### src/core/aacr_pkg.sv
// Constants for the amplifier control register slice, registers 3 to 7
//
// Summary of operation
// RL1: Register 3 bit 4 requests left soft mute
// RL2: Register 3 bit 0 requests right soft mute
// RL3: Mute changes ramp volume gradually, never step
// RL4: Register 4 bit 4 reads 1 when unlocked
// RL5: Disabled PLL always reads as not locked
// RL6: Register 4 bit 0 enables PLL, resets 1
// RL7: Disabled PLL selects external master clock pin
// RL8: Bit clear: page end continues at location 8 of next page; in book zero the code wraps to location 0 instead
// RL9: Bit set: page end wraps to location 0
// RL10: Register 7 bit 4 enables de-emphasis filter
// RL11: De-emphasis defaults suit 44.1 kHz, rewritable
// RL12: Register 7 bit 0 picks serial output source
// RL13: Reserved bits ignore writes, read zero
package aacr_pkg;
   // -----------------------------------------------------------------
   // Register offsets
   // -----------------------------------------------------------------
   localparam logic [7:0] AACR_OFS_MUTE  = 8'h03; // Channel mute request
   localparam logic [7:0] AACR_OFS_PLL   = 8'h04; // PLL control and status
   localparam logic [7:0] AACR_OFS_PAGE  = 8'h06; // Page increment control
   localparam logic [7:0] AACR_OFS_FILT  = 8'h07; // Filter and output select
   // -----------------------------------------------------------------
   // Field positions
   // -----------------------------------------------------------------
   localparam int AACR_BIT_MUTE_L  = 4; // Left mute request
   localparam int AACR_BIT_MUTE_R  = 0; // Right mute request
   localparam int AACR_BIT_LOCK    = 4; // PLL lock flag
   localparam int AACR_BIT_PLL_EN  = 0; // PLL enable
   localparam int AACR_BIT_PG_DIS  = 3; // Page increment disable
   localparam int AACR_BIT_DEEMPH  = 4; // De-emphasis enable
   localparam int AACR_BIT_SOURCE  = 0; // Serial out source select
   // -----------------------------------------------------------------
   // Reset values
   // -----------------------------------------------------------------
   localparam logic AACR_RST_MUTE   = 1'b0; // Mutes off
   localparam logic AACR_RST_PLL_EN = 1'b1; // PLL enabled
   localparam logic AACR_RST_PG_DIS = 1'b0; // Page increment on
   localparam logic AACR_RST_DEEMPH = 1'b0; // Filter bypassed
   localparam logic AACR_RST_SOURCE = 1'b1; // Pre-processing source
   // -----------------------------------------------------------------
   // Page addressing and volume ramp
   // -----------------------------------------------------------------
   localparam logic [6:0] AACR_PAGE_END     = 7'h7f; // Last location of page
   localparam logic [6:0] AACR_PAGE_RESTART = 7'h08; // Next page restart location
   localparam logic [6:0] AACR_PAGE_WRAP    = 7'h00; // Same page wrap location
   localparam logic [7:0] AACR_VOL_MAX      = 8'hff; // Full gain
   localparam logic [7:0] AACR_VOL_MIN      = 8'h00; // Muted gain
   localparam logic [7:0] AACR_RAMP_DIV     = 8'h3f; // Divider terminal count, ramp steps 64 cycles apart
endpackage : aacr_pkg

### src/core/aacr_regs.sv
// Control registers 3, 4, 6 and 7 with mute ramp and page address stepping
module aacr_regs
   import aacr_pkg::*;
(
   input  wire logic       core_clk,         // Core clock, 250 MHz
   input  wire logic       rst_n,            // Synchronous reset, active low
   input  wire logic [7:0] reg_addr,         // Register offset from the control port
   input  wire logic       reg_wr,           // Write strobe, one cycle
   input  wire logic [7:0] reg_wdata,        // Write data
   output logic      [7:0] reg_rdata,        // Read data for reg_addr
   input  wire logic       pll_locked,       // Lock level from the PLL
   input  wire logic       book_nonzero,     // Current book is not zero
   input  wire logic       addr_step,        // Auto-increment step request, one cycle
   input  wire logic [7:0] page_in,          // Current page
   input  wire logic [6:0] loc_in,           // Current location within page
   output logic      [7:0] next_page,        // Page after the step
   output logic      [6:0] next_loc,         // Location after the step
   output logic            left_mute_request,  // Left mute request level
   output logic            right_mute_request, // Right mute request level
   output logic      [7:0] left_gain,        // Left ramped gain
   output logic      [7:0] right_gain,       // Right ramped gain
   output logic            pll_enable_bit,   // PLL enable to the PLL
   output logic            mclk_from_pin,    // Master clock mux selects the pin
   output logic            deemphasis_enable, // De-emphasis in path
   output logic            serial_out_source_select // 1 pre-, 0 post-processing
);
   // -----------------------------------------------------------------
   // Storage
   // -----------------------------------------------------------------
   logic       page_increment_disable; // Page wrap mode
   logic [7:0] ramp_cnt;               // Ramp step divider
   logic       ramp_tick;              // One ramp step this cycle

   // -----------------------------------------------------------------
   // Decode
   // -----------------------------------------------------------------
   wire wr_mute = reg_wr && (reg_addr == AACR_OFS_MUTE); // Register 3 write
   wire wr_pll  = reg_wr && (reg_addr == AACR_OFS_PLL);  // Register 4 write
   wire wr_page = reg_wr && (reg_addr == AACR_OFS_PAGE); // Register 6 write
   wire wr_filt = reg_wr && (reg_addr == AACR_OFS_FILT); // Register 7 write
   wire pll_lock_flag = !pll_enable_bit || !pll_locked;  // RL4 RL5
   assign ramp_tick = (ramp_cnt == AACR_RAMP_DIV);
   assign mclk_from_pin = !pll_enable_bit; // RL7

   // Step one gain toward its target by one unit
   function automatic logic [7:0] ramp_step(input logic [7:0] g, input logic mute);
      if (mute && g != AACR_VOL_MIN) return 8'(g - 8'h01);
      if (!mute && g != AACR_VOL_MAX) return 8'(g + 8'h01);
      return g;
   endfunction

   // -----------------------------------------------------------------
   // Read mux, reserved bits zero
   // -----------------------------------------------------------------
   // Only mapped fields are placed; every other bit stays at zero
   // Reads have no side effect, so the host may poll freely
   always_comb begin
      reg_rdata = 8'h00; // RL13
      unique case (reg_addr)
         AACR_OFS_MUTE: begin
            reg_rdata[AACR_BIT_MUTE_L] = left_mute_request;
            reg_rdata[AACR_BIT_MUTE_R] = right_mute_request;
         end
         AACR_OFS_PLL: begin
            reg_rdata[AACR_BIT_LOCK]   = pll_lock_flag; // RL4
            reg_rdata[AACR_BIT_PLL_EN] = pll_enable_bit;
         end
         AACR_OFS_PAGE: reg_rdata[AACR_BIT_PG_DIS] = page_increment_disable;
         AACR_OFS_FILT: begin
            reg_rdata[AACR_BIT_DEEMPH] = deemphasis_enable;
            reg_rdata[AACR_BIT_SOURCE] = serial_out_source_select;
         end
         default: reg_rdata = 8'h00; // Unmapped reads zero
      endcase
   end

   // -----------------------------------------------------------------
   // Register writes, only defined bits stored
   // -----------------------------------------------------------------
   // Reset values first, then one write enable per register
   // Bits outside the mapped fields are never stored
   always_ff @(posedge core_clk) begin
      if (!rst_n) begin
         left_mute_request        <= AACR_RST_MUTE;
         right_mute_request       <= AACR_RST_MUTE;
         pll_enable_bit           <= AACR_RST_PLL_EN; // RL6
         page_increment_disable   <= AACR_RST_PG_DIS;
         deemphasis_enable        <= AACR_RST_DEEMPH;
         serial_out_source_select <= AACR_RST_SOURCE;
      end else begin
         if (wr_mute) begin
            left_mute_request  <= reg_wdata[AACR_BIT_MUTE_L]; // RL1
            right_mute_request <= reg_wdata[AACR_BIT_MUTE_R]; // RL2
         end
         if (wr_pll) pll_enable_bit <= reg_wdata[AACR_BIT_PLL_EN]; // RL6
         if (wr_page) page_increment_disable <= reg_wdata[AACR_BIT_PG_DIS];
         if (wr_filt) begin
            deemphasis_enable        <= reg_wdata[AACR_BIT_DEEMPH]; // RL10 RL11
            serial_out_source_select <= reg_wdata[AACR_BIT_SOURCE]; // RL12
         end
      end
   end

   // -----------------------------------------------------------------
   // Soft mute ramp, one gain step per divider period
   // -----------------------------------------------------------------
   // Free-running divider; gains move only on its terminal count
   // A mute change mid-ramp simply reverses the direction of travel
   always_ff @(posedge core_clk) begin
      if (!rst_n) begin
         ramp_cnt   <= 8'h00;
         left_gain  <= AACR_VOL_MAX;
         right_gain <= AACR_VOL_MAX;
      end else begin
         ramp_cnt <= ramp_tick ? 8'h00 : 8'(ramp_cnt + 8'h01);
         if (ramp_tick) begin
            left_gain  <= ramp_step(left_gain, left_mute_request);   // RL3
            right_gain <= ramp_step(right_gain, right_mute_request); // RL3
         end
      end
   end

   // -----------------------------------------------------------------
   // Auto-increment address stepping
   // -----------------------------------------------------------------
   wire at_end = addr_step && (loc_in == AACR_PAGE_END); // Page end reached
   wire wrap   = !book_nonzero || page_increment_disable; // RL9
   // Plain step inside a page, special cases only at the page end
   // Book zero always wraps inside the page
   always_comb begin
      next_page = page_in;
      next_loc  = addr_step ? 7'(loc_in + 7'h01) : loc_in;
      if (at_end && wrap) begin
         next_loc = AACR_PAGE_WRAP; // RL9
      end else if (at_end) begin
         next_page = 8'(page_in + 8'h01); // RL8
         next_loc  = AACR_PAGE_RESTART;   // RL8
      end
   end

   // -----------------------------------------------------------------
   // Checks
   // -----------------------------------------------------------------
   // Lock flag forced to not locked while the PLL is off
   a_lock_when_off: assert property (@(posedge core_clk) disable iff (!rst_n) // RL5
      (!pll_enable_bit && reg_addr == AACR_OFS_PLL) |-> reg_rdata[AACR_BIT_LOCK])
      else $error("lock flag shows locked while PLL off");

   // Lock flag reads zero when enabled and locked
   a_lock_polarity: assert property (@(posedge core_clk) disable iff (!rst_n) // RL4
      (pll_enable_bit && pll_locked && reg_addr == AACR_OFS_PLL)
      |-> !reg_rdata[AACR_BIT_LOCK])
      else $error("lock flag wrong when locked");

   // Lock flag reads one when enabled but not locked
   a_lock_unlocked: assert property (@(posedge core_clk) disable iff (!rst_n) // RL4
      (pll_enable_bit && !pll_locked && reg_addr == AACR_OFS_PLL)
      |-> reg_rdata[AACR_BIT_LOCK])
      else $error("lock flag wrong when unlocked");

   // Clock mux moves to the pin once the PLL is turned off
   a_clock_mux_pin: assert property (@(posedge core_clk) disable iff (!rst_n) // RL7
      (wr_pll && !reg_wdata[AACR_BIT_PLL_EN]) |=> mclk_from_pin)
      else $error("clock mux not on pin after PLL off");

   // Clock mux returns to the PLL once it is turned on
   a_clock_mux_pll: assert property (@(posedge core_clk) disable iff (!rst_n) // RL7
      (wr_pll && reg_wdata[AACR_BIT_PLL_EN]) |=> !mclk_from_pin)
      else $error("clock mux on pin while PLL on");

   // PLL enable takes the written bit
   a_pll_en_wr: assert property (@(posedge core_clk) disable iff (!rst_n) // RL6
      wr_pll |=> pll_enable_bit == $past(reg_wdata[AACR_BIT_PLL_EN]))
      else $error("PLL enable not stored");

   // Left request takes the written bit
   a_left_mute_wr: assert property (@(posedge core_clk) disable iff (!rst_n) // RL1
      wr_mute |=> left_mute_request == $past(reg_wdata[AACR_BIT_MUTE_L]))
      else $error("left mute not stored");

   // Right request takes the written bit
   a_right_mute_wr: assert property (@(posedge core_clk) disable iff (!rst_n) // RL2
      wr_mute |=> right_mute_request == $past(reg_wdata[AACR_BIT_MUTE_R]))
      else $error("right mute not stored");

   // Requests change only on a write to their register
   a_mute_hold: assert property (@(posedge core_clk) disable iff (!rst_n) // RL1 RL2
      !wr_mute |=> ($stable(left_mute_request) && $stable(right_mute_request)))
      else $error("mute request changed without a write");

   // Left gain moves by one unit at most, reset edges excluded
   a_gain_no_step: assert property (@(posedge core_clk) disable iff (!rst_n) // RL3
      ($past(rst_n) && left_gain != $past(left_gain))
      |-> (left_gain - $past(left_gain) == 8'h01 || $past(left_gain) - left_gain == 8'h01))
      else $error("left gain jumped");

   // Right gain moves by one unit at most, reset edges excluded
   a_right_no_step: assert property (@(posedge core_clk) disable iff (!rst_n) // RL3
      ($past(rst_n) && right_gain != $past(right_gain))
      |-> (right_gain - $past(right_gain) == 8'h01 || $past(right_gain) - right_gain == 8'h01))
      else $error("right gain jumped");

   // Page end in a non-zero book with the disable bit clear continues on the next page
   a_page_advance: assert property (@(posedge core_clk) disable iff (!rst_n) // RL8
      (at_end && book_nonzero && !page_increment_disable)
      |-> (next_loc == AACR_PAGE_RESTART && next_page == 8'(page_in + 8'h01)))
      else $error("page end did not advance to location 8");

   // Page end with the disable bit set stays on the page
   a_page_wrap: assert property (@(posedge core_clk) disable iff (!rst_n) // RL9
      (at_end && page_increment_disable)
      |-> (next_loc == AACR_PAGE_WRAP && next_page == page_in))
      else $error("page end did not wrap");

   // Page disable takes the written bit
   a_page_bit_wr: assert property (@(posedge core_clk) disable iff (!rst_n) // RL9
      wr_page |=> page_increment_disable == $past(reg_wdata[AACR_BIT_PG_DIS]))
      else $error("page disable not stored");

   // Filter and source fields take the written bits
   a_filter_wr: assert property (@(posedge core_clk) disable iff (!rst_n) // RL10 RL12
      wr_filt |=> (deemphasis_enable == $past(reg_wdata[AACR_BIT_DEEMPH])
      && serial_out_source_select == $past(reg_wdata[AACR_BIT_SOURCE])))
      else $error("register 7 fields not stored");

   // Reserved bits of the mute register read zero
   a_reserved_zero: assert property (@(posedge core_clk) disable iff (!rst_n) // RL13
      (reg_addr == AACR_OFS_MUTE) |-> (reg_rdata & 8'hee) == 8'h00)
      else $error("reserved bits read nonzero");

   // Reserved bits of the PLL and filter registers read zero
   a_reserved_rest: assert property (@(posedge core_clk) disable iff (!rst_n) // RL13
      (reg_addr == AACR_OFS_PLL || reg_addr == AACR_OFS_FILT)
      |-> (reg_rdata & 8'hee) == 8'h00)
      else $error("reserved bits of registers 4 or 7 read nonzero");

   // Reserved bits of the page register read zero
   a_reserved_page: assert property (@(posedge core_clk) disable iff (!rst_n) // RL13
      (reg_addr == AACR_OFS_PAGE) |-> (reg_rdata & 8'hf7) == 8'h00)
      else $error("reserved bits of register 6 read nonzero");

   // Offsets outside the slice read zero
   a_unmapped_zero: assert property (@(posedge core_clk) disable iff (!rst_n) // RL13
      (reg_addr != AACR_OFS_MUTE && reg_addr != AACR_OFS_PLL
      && reg_addr != AACR_OFS_PAGE && reg_addr != AACR_OFS_FILT)
      |-> reg_rdata == 8'h00)
      else $error("unmapped offset read nonzero");
endmodule // aacr_regs

### config.mk
export PLATFORM = sky130hd
export DESIGN_NAME = aacr_regs
export DESIGN_NICKNAME = d
export VERILOG_FILES = /design/src/core/aacr_pkg.sv /design/src/core/aacr_regs.sv
export SDC_FILE = /design/constraint.sdc
export NUM_CORES = 1
export LEC_CHECK = 0
export ABC_CLOCK_PERIOD_IN_PS = 2600
export BUFFER_PORTS_ARGS = -buffer_cell sky130_fd_sc_hd__buf_2
export CORE_MARGIN = 8
export CORE_UTILIZATION = 35
export CTS_BUF_LIST = sky130_fd_sc_hd__clkbuf_4 sky130_fd_sc_hd__clkbuf_8
export CTS_CLUSTER_SIZE = 30
export DETAILED_ROUTE_END_ITERATION = 16
export PLACE_DENSITY_LB_ADDON = 0.08
export SLEW_MARGIN = 20
export SYNTH_ARGS = -nofsm -noshare
export SYNTH_HDL_FRONTEND = slang
export SYNTH_SLANG_ARGS = --single-unit
### constraint.sdc
create_clock -name core_clk -period 2.6 [get_ports core_clk]
set_clock_uncertainty 0.15 [all_clocks]
set_input_delay 0.13 -clock core_clk [delete_from_list [all_inputs] [get_ports core_clk]]
set_output_delay 0.13 -clock core_clk [all_outputs]
set_load 0.02 [all_outputs]
==> run summary <==
Summed over all layers, the routed wires come to 5870 um. The startpoint kind of the worst setup timing path is a register. The summed negative setup slack over all endpoints is 0 ns. In this run the static leakage power is around 1.2 nW. The final count of pins violating max slew was 0. Along the worst path, the maximum fanout reaches 6. The starting utilization of the core area is 36.5%. The post-cts gate resize count came out at 0. Once detail routing completed, the nets flagged for antenna violations numbered 0. The post-detailed-placement half-perimeter wirelength came out at 4510 um.

The number of antenna diodes in the final layout is 0. The flow ran to the end, and the final reports show no timing, DRC or antenna violations. The signal on the critical path passes through ha_1 -> nand3_2 -> or4_1 -> or3_1 -> a21oi_1 -> mux2_2. The global-route wire length before repair is 9680 um. The family with the most delay on the worst path is simple AND/OR/NAND/NOR gates. The count of buffer and inverter cells on the critical path came out at 0.

The weighted congestion reported at the end of routability-driven placement is 0.786. In this run the tightest slew margin relative to its limit is 61.7%. The transition time of the tightest slew-check pin is 0.575 ns.

The die covers 8990 um^2. The synthesized netlist devotes around 9.3% of its cell area to XOR and XNOR gates. The finished layout cell area is ~2700 um^2. Sequential elements use approximately 28% of the synthesized area. The floorplan has 28 rows. Input and output buffers added on the ports amount to 71. The adder-cell area share of the yosys netlist is 5.18%. In the synthesized netlist, mux cells make up 5.35% of the area. The post-layout total power came out at 1.00 mW. The total core area came out at 5960 um^2. The pin count of the biggest net entering global routing is 35. The worst reg2reg path depth is 6. In this run the worst setup path terminates at left_gain[5]. In the synthesized netlist the dominant register cell turns out to be sky130_fd_sc_hd__dfxtp_1.

The worst setup path is captured at a register. The die is ~95 um wide. The count of nets after finishing came out at 396. For this design, the slowest cell found on the critical path is sky130_fd_sc_hd__or4_1. The path length in cells of the critical path is 6. Of all flip-flops after synthesis, the portion carrying an async set or reset was 0%. By area, the combinational part of the netlist is dominated by simple AND/OR/NAND/NOR gates. The via count of the first global-routing pass came out at 2096. The number of hold violations in the final report came to 0. The sum of overflow across all layers after global routing came out at 0.

Max-cap violations in this run came to 0. Global routing consumed, over all layers together, 13.2% of the routing resources. The minimum period implied by the final worst setup slack is 2.43 ns. The buffer cell driving the clock tree root is sky130_fd_sc_hd__clkbuf_8. The CTS H-tree depth is 2. The compound-gate portion of the synthesized area came out at roughly 15%. The clock drives 30 sinks.

The launch point of the critical path is ramp_cnt[0]. The startpoint of the worst-slack reg-to-reg timing path is ramp_cnt[0]. The boundary pin count is slightly above 80. The distinct cell type count of the synthesized netlist came out at 56. The area of the mapped netlist came out at roughly 2200 um^2. Dividing total power by cell area gives a power density of 368 nW/um^2. The number of warnings issued by yosys is 0. In this run the mean area of a mapped cell was 7.96 um^2.

The number of stages on the worst hold path came out at 3. The setup slack of the worst register-to-register path is about 0.17 ns. The final count of negative-setup-slack endpoints came out at 0. In this run the critical register-to-register path is captured at left_gain[5]. The arrival time of data at the critical path endpoint came out at about 2.5 ns. The clock latency on the worst-skew pair came out at 0.29 ns. The total instance count after detailed placement came out at 415. The post-synthesis sequential element count came out at 30. Setup repair after global routing left no endpoint under its margin.

The post-detailed-route DRC marker count is 0. The number of antenna violations at the first check in global routing is 0. Summing all placed instances gives a cell area of ~2600 um^2. The post-synthesis cell count is approximately 270. The detailed-route wire length per cell came out at around 14 um. The number of synthesized flops with an enable pin is 0. The clock-pin slew reported for the worst setup and hold paths after clock tree synthesis came out at 0.07 ns. In this run the worst hold path is classified as primary input to register. The number of DRC markers after the initial detailed-route iteration is 68. The number of buffers created by CTS is 5. The simple-gate share of the synthesized area is ~31%. The chip height came out at 94.8 um. The count of cells in the finished layout, fillers not included, comes to roughly 430. The start-to-end type of the worst setup path is register to register. The largest single stage delay on the critical path is 0.52 ns. The fraction of layout instances using a drive strength above 1 is ~28%.

The data required time at the worst endpoint is 2.62 ns. The first detailed-routing pass ran for 4 iterations. The maximum achievable frequency came out at 412 MHz. The post-detailed-route via-to-cell ratio is roughly 5.2. The worst IR drop on VDD is between 0.2 and 0.25 mV. TritonCTS built the clock tree.

The maximum clock path buffer count came out at 2. The final critical-path share of the clock period is 93.4%. The total via count after detailed routing is 2219. The area growth from synthesis to layout is 24.9%.
report_power, final:
group | internal (mW) | leakage (nW) | total, mW | switching (mW)
Sequential | 0.463 | 0.243 | 0.467 | 0.00347
Clock | 0.224 | 0.0517 | 0.409 | 0.185
Combinational | 0.0506 | 0.895 | 0.124 | 0.0734
timing repair:
item	CTS	global route
endpoints found under the hold margin	6	0
hold buffers	3	0
buffers inserted	0	0
kinds of logic (layout without fill, tap and decap cells):
kind of cell / after synthesis / in the layout
buffers and inverters: 25 / 99
xor gates and xnor gates: 23 / 23
other: 1 / 5
adders and majority gates: 9 / 9
muxes: 11 / 11
DFF: 30 / 30
AOI/OAI and AO/OA: 49 / 49
and+or+nand+nor: 125 / 125
synthesized netlist by cell type, types with 7 or more instances:
cell | instances | area share, %
sky130_fd_sc_hd__o21ai_0 | 14 | 3.2
sky130_fd_sc_hd__xor2_1 | 7 | 2.8
sky130_fd_sc_hd__xnor2_1 | 16 | 6.4
sky130_fd_sc_hd__ha_1 | 9 | 5.2
sky130_fd_sc_hd__nand4_1 | 10 | 2.9
sky130_fd_sc_hd__or3_1 | 7 | 2.0
sky130_fd_sc_hd__dfxtp_1 | 30 | 28
sky130_fd_sc_hd__nand2_1 | 37 | 6.4
sky130_fd_sc_hd__a21oi_1 | 12 | 2.8
sky130_fd_sc_hd__nand3_1 | 15 | 3.5
sky130_fd_sc_hd__inv_1 | 9 | 1.6
sky130_fd_sc_hd__nor2_1 | 14 | 2.4
tightest hold or removal path, stage by stage:
cell and delay, ns:
sky130_fd_sc_hd__buf_2 0.12, sky130_fd_sc_hd__nand3_1 0.08, sky130_fd_sc_hd__a21boi_0 0.07
final cells by class:
type,count,area [um^2]
inverter,9,33.8
fill,634,3240
clock buffer,7,90.1
sequential,30,601
multi-input combinational,222,1450
timing repair buffer,82,445
tap,75,93.8
clock inverter,1,5.00
cell usage in the layout, fill, tap and decap left out, types with 3 or more instances in the layout:
cell and n:
sky130_fd_sc_hd__conb_1 5, sky130_fd_sc_hd__buf_4 8, sky130_fd_sc_hd__or3_1 7, sky130_fd_sc_hd__xnor2_1 16, sky130_fd_sc_hd__ha_1 9, sky130_fd_sc_hd__nor4_1 3
sky130_fd_sc_hd__inv_1 9, sky130_fd_sc_hd__xor2_1 7, sky130_fd_sc_hd__dfxtp_1 30, sky130_fd_sc_hd__a21oi_1 12, sky130_fd_sc_hd__nor2_1 14, sky130_fd_sc_hd__and4_1 3
sky130_fd_sc_hd__nand4_1 10, sky130_fd_sc_hd__o21ai_0 14, sky130_fd_sc_hd__nor3_1 6, sky130_fd_sc_hd__mux2i_1 6, sky130_fd_sc_hd__a21boi_0 3, sky130_fd_sc_hd__mux2_2 5
sky130_fd_sc_hd__dlygate4sd3_1 3, sky130_fd_sc_hd__or4_1 3, sky130_fd_sc_hd__and2_1 4, sky130_fd_sc_hd__nand2b_1 6, sky130_fd_sc_hd__nand2_1 37, sky130_fd_sc_hd__and3_1 4
sky130_fd_sc_hd__nand3_1 15, sky130_fd_sc_hd__buf_2 71, sky130_fd_sc_hd__clkbuf_8 6
how the worst min path moves through the flow:
stage / from / endpoint
5_1_grt: reg_wr / page_increment_disable
3_5_place_dp: reg_wdata[4] / left_mute_request
2_1_floorplan: reg_wdata[0] / pll_enable_bit
6_report: reg_wr / page_increment_disable
4_1_cts: reg_wr / page_increment_disable
3_3_place_gp: reg_wdata[0] / serial_out_source_select
per-layer routing:
metal / vias up / GRT usage (%) / share of wire, %
li1: 1132 / - / -
met1: 1020 / 16.2 / 46
met2: 63 / 21.4 / 44
met3: 4 / 3.65 / 9.3
met4: 0 / 5.33 / 0.97
met5: - / 0 / 0
registers in the layout (all words and copies together), names as in the netlist:
register / flops
right_mute_request: 1
pll_enable_bit: 1
right_gain: 8
serial_out_source_select: 1
left_mute_request: 1
left_gain: 8
deemphasis_enable: 1
ramp_cnt: 8
page_increment_disable: 1
stage by stage:
| step | worst slack (ns) | hold WS [ns] | utilization, % |
|---|---|---|---|
| after floorplan | 0.290 | 0.105 | - |
| after global placement | 0.174 | 0.237 | 43.5 |
| after detailed placement | 0.170 | 0.243 | 43.5 |
| after CTS | 0.151 | 0.0252 | 45.6 |
| after global routing | 0.0124 | 0.0375 | 45.6 |
| final | 0.171 | 0.0277 | 45.6 |
Power figures use the tool's default switching activity.
